$ cat config.mk
export PLATFORM = sky130hd
export DESIGN_NAME = dpg_gpio
export DESIGN_NICKNAME = d
export VERILOG_FILES = /design/src/hw/dpg_pkg.sv /design/src/hw/dpg_gpio.sv
export VERILOG_INCLUDE_DIRS = /design/src /design/src/hw
export SDC_FILE = /design/constraint.sdc
export NUM_CORES = 1
export LEC_CHECK = 0
export ABC_AREA = 1
export BUFFER_PORTS_ARGS = -buffer_cell sky130_fd_sc_hd__clkbuf_2
export CAP_MARGIN = 20
export CORE_UTILIZATION = 25
export DETAILED_ROUTE_END_ITERATION = 8
export RECOVER_POWER = 100
export SLEW_MARGIN = 15
export SYNTH_ARGS = -nofsm -noshare
export SYNTH_HDL_FRONTEND = slang
export SYNTH_SLANG_ARGS = --single-unit
$ cat constraint.sdc
create_clock -name core_clk_i -period 1.5 [get_ports core_clk_i]
set_input_delay 0.15 -clock core_clk_i [delete_from_list [all_inputs] [get_ports core_clk_i]]
set_output_delay 0.15 -clock core_clk_i [all_outputs]
set_load 0.02 [all_outputs]
$ cat src/hw/dpg_regs.svh
// Register offsets, field positions, reset values for the debug port group
`ifndef DPG_REGS_SVH
`define DPG_REGS_SVH
`define DPG_OFS_DATA 12'h000
`define DPG_OFS_IOEN 12'h004
`define DPG_OFS_PULL 12'h008
`define DPG_OFS_INTF 12'h00c
`define DPG_OFS_MODE 12'h010
`define DPG_OFS_FUNC 12'h014
`define DPG_HI_LSB 8
`define DPG_MODE_RST 5'h07
`define DPG_FUNC_DEBUG 2'h0
`define DPG_FUNC_OSC 2'h2
`define DPG_INTF_VAL 16'h0000
`define DPG_OUT_ONLY_PIN 2
`endif

$ cat src/hw/dpg_pkg.sv
// Types for the debug port group
package dpg_pkg;
    typedef logic [4:0] dpg_pins_t;
    typedef logic [1:0] dpg_func_t;
endpackage

$ cat src/hw/dpg_gpio.sv
// Five-pin debug port group: GPIO and alternate functions with APB registers
//
// How it works
// - Pins 0 to 2 start in peripheral mode carrying the debug link.
// - Every pin in GPIO mode has a writable output latch; all but pin 2 have readable input.
// - Pin 2 is output only as GPIO; its input enable is absent, input reads zero.
// - Pin 2 has no pull resistor; its pull bits are inert.
// - Mode bit picks GPIO or function field; bits 0-2 reset 1, 3-4 reset 0.
// - Function 0 gives debug status, data, clock; function 2 gives oscillator.
// - No interrupt; flag register reads zero, no filter or interrupt control.
//
// The register addresses and the APB register port are this design's own decisions.
`timescale 1ns/1ps
`include "dpg_regs.svh"

module dpg_gpio
    import dpg_pkg::*;
(
    input wire logic core_clk_i,
    input wire logic srst_i,
    input wire logic psel_i,
    input wire logic penable_i,
    input wire logic pwrite_i,
    input wire logic [11:0] paddr_i,
    input wire logic [31:0] pwdata_i,
    output logic [31:0] prdata_o,
    output logic pready_o,
    output logic pslverr_o,
    input wire logic [4:0] pin_in_i,
    output logic [4:0] pin_out_o,
    output logic [4:0] pin_oe_o,
    output logic [4:0] pin_pull_en_o,
    output logic [4:0] pin_pull_up_o,
    output logic debug_status_pin_o,
    output logic debug_clock_pin_o,
    output logic debug_serial_data_o,
    output logic debug_serial_data_oe_o,
    input wire logic debug_serial_data_i,
    input wire logic debug_status_pin_oe_i,
    input wire logic debug_clock_pin_i,
    input wire logic oscillator_out_pin_i,
    input wire logic oscillator_out_oe_i,
    output logic oscillator_in_pin_o
);
    dpg_pins_t pin_output_latch_r;
    dpg_pins_t pin_input_enable_r;
    dpg_pins_t pin_output_enable_r;
    dpg_pins_t pin_pull_direction_r;
    dpg_pins_t pin_pull_enable_r;
    dpg_pins_t pin_peripheral_mode_r;
    logic [9:0] pin_function_field_r;
    dpg_pins_t pin_input_value;
    logic wr_en;
    logic [31:0] rdata_nxt;
    logic hit;
    localparam dpg_pins_t PIN_MASK = 5'h1b; // Pins with an input path and pulls

    // Zero-wait APB slave
    assign pready_o = 1'b1;
    assign wr_en = psel_i & penable_i & pwrite_i;

    // Output latch, written through the data register
    always_ff @(posedge core_clk_i) begin
        if (srst_i) begin
            pin_output_latch_r <= 5'h00;
        end else if (wr_en && (paddr_i == `DPG_OFS_DATA)) begin
            pin_output_latch_r <= pwdata_i[`DPG_HI_LSB +: 5];
        end
    end

    // Input enables; pin 2 has no GPIO input path so its bit stays zero
    always_ff @(posedge core_clk_i) begin
        if (srst_i) begin
            pin_input_enable_r <= 5'h00;
        end else if (wr_en && (paddr_i == `DPG_OFS_IOEN)) begin
            pin_input_enable_r <= pwdata_i[`DPG_HI_LSB +: 5] & PIN_MASK;
        end
    end

    // Output enables, all five pins
    always_ff @(posedge core_clk_i) begin
        if (srst_i) begin
            pin_output_enable_r <= 5'h00;
        end else if (wr_en && (paddr_i == `DPG_OFS_IOEN)) begin
            pin_output_enable_r <= pwdata_i[4:0];
        end
    end

    // Pull direction; pin 2 bit inert
    always_ff @(posedge core_clk_i) begin
        if (srst_i) begin
            pin_pull_direction_r <= 5'h00;
        end else if (wr_en && (paddr_i == `DPG_OFS_PULL)) begin
            pin_pull_direction_r <= pwdata_i[`DPG_HI_LSB +: 5] & PIN_MASK;
        end
    end

    // Pull enable; pin 2 bit inert
    always_ff @(posedge core_clk_i) begin
        if (srst_i) begin
            pin_pull_enable_r <= 5'h00;
        end else if (wr_en && (paddr_i == `DPG_OFS_PULL)) begin
            pin_pull_enable_r <= pwdata_i[4:0] & PIN_MASK;
        end
    end

    // Mode bits; debug pins come up in peripheral mode
    always_ff @(posedge core_clk_i) begin
        if (srst_i) begin
            pin_peripheral_mode_r <= `DPG_MODE_RST;
        end else if (wr_en && (paddr_i == `DPG_OFS_MODE)) begin
            pin_peripheral_mode_r <= pwdata_i[4:0];
        end
    end

    // Function fields, two bits per pin
    always_ff @(posedge core_clk_i) begin
        if (srst_i) begin
            pin_function_field_r <= 10'h000;
        end else if (wr_en && (paddr_i == `DPG_OFS_FUNC)) begin
            pin_function_field_r <= pwdata_i[9:0];
        end
    end

    // Input path gated by input enable, GPIO mode only
    assign pin_input_value = pin_in_i & pin_input_enable_r & ~pin_peripheral_mode_r
        & PIN_MASK;

    // Read mux
    always_comb begin
        rdata_nxt = 32'h0000_0000;
        hit = 1'b1;
        case (paddr_i)
            `DPG_OFS_DATA: rdata_nxt = {19'h0, pin_output_latch_r, 3'h0,
                pin_input_value};
            `DPG_OFS_IOEN: rdata_nxt = {19'h0, pin_input_enable_r, 3'h0,
                pin_output_enable_r};
            `DPG_OFS_PULL: rdata_nxt = {19'h0, pin_pull_direction_r, 3'h0,
                pin_pull_enable_r};
            `DPG_OFS_INTF: rdata_nxt = {16'h0, `DPG_INTF_VAL};
            `DPG_OFS_MODE: rdata_nxt = {27'h0, pin_peripheral_mode_r};
            `DPG_OFS_FUNC: rdata_nxt = {22'h0, pin_function_field_r};
            default: hit = 1'b0;
        endcase
    end
    assign prdata_o = rdata_nxt;
    assign pslverr_o = psel_i & penable_i & ~hit;

    // Per-pin pad drive, GPIO or peripheral
    genvar g;
    generate
        for (g = 0; g < 5; g++) begin : g_pin
            dpg_func_t fn;
            logic per_out;
            logic per_oe;
            assign fn = pin_function_field_r[2*g +: 2];
            always_comb begin
                per_out = 1'b0;
                per_oe = 1'b0;
                case (g)
                    0: begin
                        per_out = 1'b0;
                        per_oe = (fn == `DPG_FUNC_DEBUG) & debug_status_pin_oe_i;
                    end
                    1: begin
                        per_out = 1'b0;
                        per_oe = 1'b0;
                    end
                    2: begin
                        per_out = 1'b0;
                        per_oe = 1'b0;
                    end
                    4: begin
                        per_out = oscillator_out_pin_i;
                        per_oe = (fn == `DPG_FUNC_OSC) & oscillator_out_oe_i;
                    end
                    default: begin
                    end
                endcase
            end
            // Drive only with output enable in GPIO mode
            assign pin_out_o[g] = pin_peripheral_mode_r[g] ? per_out
                : pin_output_latch_r[g];
            assign pin_oe_o[g] = pin_peripheral_mode_r[g] ? per_oe
                : pin_output_enable_r[g];
            assign pin_pull_en_o[g] = pin_pull_enable_r[g] & PIN_MASK[g];
            assign pin_pull_up_o[g] = pin_pull_direction_r[g] & PIN_MASK[g];
        end
    endgenerate

    // Debug link signals into and out of the pads
    logic dbg0_sel;
    logic dbg1_sel;
    logic dbg2_sel;
    logic osc_sel;
    assign dbg0_sel = pin_peripheral_mode_r[0] & (pin_function_field_r[1:0] == `DPG_FUNC_DEBUG);
    assign dbg1_sel = pin_peripheral_mode_r[1] & (pin_function_field_r[3:2] == `DPG_FUNC_DEBUG);
    assign dbg2_sel = pin_peripheral_mode_r[2] & (pin_function_field_r[5:4] == `DPG_FUNC_DEBUG);
    assign osc_sel = pin_peripheral_mode_r[3] & (pin_function_field_r[7:6] == `DPG_FUNC_OSC);
    assign debug_status_pin_o = dbg0_sel & pin_in_i[0];
    assign debug_serial_data_o = dbg1_sel & pin_in_i[1];
    assign debug_clock_pin_o = dbg2_sel & pin_in_i[2];
    assign oscillator_in_pin_o = osc_sel & pin_in_i[3];
    assign debug_serial_data_oe_o = dbg1_sel;

    logic unused_ok;
    assign unused_ok = debug_serial_data_i ^ debug_clock_pin_i;
endmodule

# After elaboration in Yosys (flattened, before gate mapping)
# Index checks and enable logic that the tools add are counted.
# op_classes
addsub	0
n_mul	0
magnitude_cmp	0
div	0
n_shift	0
n_reduce_logical	10
bitwise_logic	17
n_mux	12
eq_ne	7
# ops
operator	n
13-bit case mux with 5 select lines	1
12-bit by 4-bit equality test with 1-bit output (second input constant)	2
12-bit by 5-bit equality test with 1-bit output (second input constant)	2
1-bit AND	13
12-bit by 3-bit equality test with 1-bit output (second input constant)	1
12-bit zero test	1
1-bit two-way mux	11
5-bit AND	2
2-bit zero test	3
6-bit OR reduction	1
1-bit logical AND	5
5-bit NOT	1
2-bit equality test (second input constant)	2
1-bit NOT	1
# totals
input_bits	59
elab_cells	53
latchBits	0
reg_bits	37
memories	0
ram_bits	0
rom_bits	0
out_inout_bits	59

# Logic depth before layout (Yosys ltp)
# logic_depth
word_depth	5
ltp_mapped	8
ltp_nobuf	7

# Least setup slack after synthesis
# Ideal clock, no wire load.
# synth_path
path_kind	input to output
startpoint	in paddr_i[11]
endpoint	out prdata_o[11]
arrival_ps	1260
required_ps	1350
n_path_buf	1
stages	6
setup_slack_ps	90
path_cell_list	nor2_1 -> nand2_1 -> nor2_4 -> nand3_1 -> clkbuf_1 -> o211ai_1
# synth_between
elab_chain_cells	2
elab_cells_between_ends	6
classes_between	eq/ne: 4; mux: 1; reduce/logical: 1
# synth_rtl
item	line	text
from (decl)	dpg_gpio.sv:24	input wire logic [11:0] paddr_i,
12-bit by 5-bit equality test with 1-bit output, or another cell as far along	dpg_gpio.sv:133	case (paddr_i)
13-bit case mux with 5 select lines (*)	dpg_gpio.sv:133	
to (decl)	dpg_gpio.sv:26	output logic [31:0] prdata_o,
# Every way passes the cells marked *; elsewhere a longest branch is shown, timed or not.

# Final worst setup path
# layout_path
startpoint	in paddr_i[9]
endpoint	out prdata_o[2]
# Same word-level chain as after synthesis.

==> flow_summary.ini <==
[status]
status = finished, violations left
violations = design-rule violations

[sta]
rsz0062_at_grt = true
drv_slew = 0
fin_skew_ns = 0
setup_viol = 0
fmax_mhz = 706.7
finalHoldViolCount = 0
finalSetupTns_ns = 0
period_share_pct = 94.34
hold-worst-slack_ns = 0.07971
layout_setup_ws_ns = 0.08496
fin_crit_ns = 1.415

[finish]
seq_area_sq_um = 748.2
drive_above_1_share_pct = 25.00
final_area_sq_um = 2999
final_common_cell = nand2_1
layout_common_cells = nand2_1, nor2_1, clkbuf_2
diodes = 0
fin_nets = 526
fillers = 1008
area_growth_pct = 30.20
multiInputGateArea_sq_um = 1266
final_util_pct = 34.06
final_cells = 576

[grt]
grt_pass1_wl_um = 10870
grt_max_degree = 38
gr-usage-all-layers_pct = 14.16
grt_pass1_vias = 2213
grt_overflow_total = 0
antenna_found_initial = 0

[clock_network]
hold_buffers = 0
root_buffer = clkbuf_8
path_clk_slew_ns = 0.08
clockBufferDepth = 2
numClockSinks = 37
cts_tree = built
numCtsBuffers = 5
insertion_delay_ns = 0.29
htree_levels = 2

[setup_path]
path_buf_inv = 3
crit_path_end_kind = output pin
arrival_ns = 1.27
startpoint_type = input pin
cp_top_family = buffers and inverters
cpMaxStageDelayCell = clkbuf_2
crit_required_ns = 1.35
critPathMaxFanout = 17
slowest_delay_ns = 0.21
cpMostUsedCell = clkbuf_2
worst-setup-path-type = in2out
crit_chain = clkbuf_2, nor2_2, nand2_2, nor2_4, buf_12, nand2_1, o211ai_1, clkbuf_2

[synthesis]
post_synth_num_cell_types = 23
yosysTopAreaCell = dfxtp_1
ys_async_sr_fraction_pct = 0
synth_area_sq_um = 2303
yosys_warnings = 0
yosys_register_bits = 37
syn_avg_cell_area_sq_um = 5.983
ys_seq_area_share_pct = 32.16
synth_top_area_share_pct = 32.16
synthTopCellsByArea = dfxtp_1, nand2_1, nor2_1
synth-edff-count = 0
synth_cells = 385
yosys_most_used_dff = dfxtp_1

[placement]
place_inst = 566
dp_hpwl_um = 5099
numPortBuffers = 74
gp_congestion = 0.7799
post-place-ws_ns = -0.01303
place_area_sq_um = 2806

[die]
num_rows = 34
die_area_sq_um = 9602
ios = 118
core_sq_um = 8806
die_x_um = 97.99
dieHeight_um = 97.99
initial_core_util_pct = 26.16

[route]
wl_per_cell_um = 11.55
post-route-drc-count = 9
via_count = 2494
drtAntennaViolNets = 0
vias_per_cell = 4.330
drtPass1Iterations = 6
wl_um = 6651
drt_iter0_drc = 114

[power_and_ir_drop]
cellPowerDensity_nw_per_um2 = 707.0
ir_drop_mv = 0.3713
p_leak_nw = 1.616
power_mw = 2.120

[flow_run]
cap_violations = 0

[min_path]
hold_class = in2reg
==> flip-flops by register name, summed over array words and instances, names as in the netlist <==
register / count
pin_function_field_r: 10
pin_output_enable_r: 5
pin_output_latch_r: 5
pin_peripheral_mode_r: 5
pin_input_enable_r: 4
pin_pull_direction_r: 4
pin_pull_enable_r: 4
==> path summary, 6_finish.rpt <==
path | startpoint | end | slack (ns) | cells after the start
worst min register to register | pin_peripheral_mode_r[1] | pin_peripheral_mode_r[1] | 0.53 | 2
worst max register to register | pin_peripheral_mode_r[3] | pin_peripheral_mode_r[3] | 0.71 | 4
worst max-delay path | paddr_i[9] | prdata_o[2] | 0.08 | 8
worst min-delay path | pwdata_i[10] | pin_output_latch_r[2] | 0.08 | 3
==> cell type report <==
| class | instances | area share (%) |
|---|---|---|
| repair buffers | 89 | 18.06 |
| inverters | 50 | 6.258 |
| flip-flops and latches | 37 | 24.95 |
| clock buffers | 6 | 2.753 |
| clock inverters | 2 | 1.252 |
| multi-input cells | 284 | 42.22 |
| well taps | 108 | 4.506 |
==> power breakdown <==
| part | switching, mW | internal [mW] | total, mW | leakage, nW |
|---|---|---|---|---|
| registers | 0.0000427 | 0.981 | 0.981 | 0.299 |
| clock network | 0.383 | 0.541 | 0.924 | 0.0574 |
| logic | 0.150 | 0.0653 | 0.216 | 1.26 |
==> routing by layer <==
metal	share of wire, %	up-vias	track usage, %
met5	0	-	0
li1	-	1304	-
met3	6.3	8	2.935
met1	47	1100	19.07
met2	46	82	22.97
met4	1.2	0	3.613
==> Yosys cell counts, drive strengths merged, types with 3 or more instances <==
cell / instances
nand2: 105
nor2: 87
inv: 49
nand3: 41
dfxtp: 37
buf: 29
nor3: 16
clkbuf: 5
nand4: 5
o211ai: 3
==> logic make-up (layout without fill, tap and decap cells) <==
family / Yosys count / count (layout) / share of synthesized area [%]
buf+inv: 84 / 147 / 17.93
simple gates: 256 / 256 / 47.91
flops: 37 / 37 / 32.16
other cells: 2 / 22 / 0.3260
compound gates: 6 / 6 / 1.684
==> timing repair <==
| item | in CTS | in global routing |
|---|---|---|
| cloned | 0 | 0 |
| endpoints found under the setup margin | 4 | 14 |
| gates resized for setup | 1 | 30 |
| buffers inserted | 0 | 2 |
| pin swaps | 1 | 6 |
==> tightest hold or removal path: cells and delay by family <==
kind	cells	cell delay, ns
simple gates	2	0.11
buf+inv	1	0.08
Note: power is estimated with default switching activity, not from simulation.
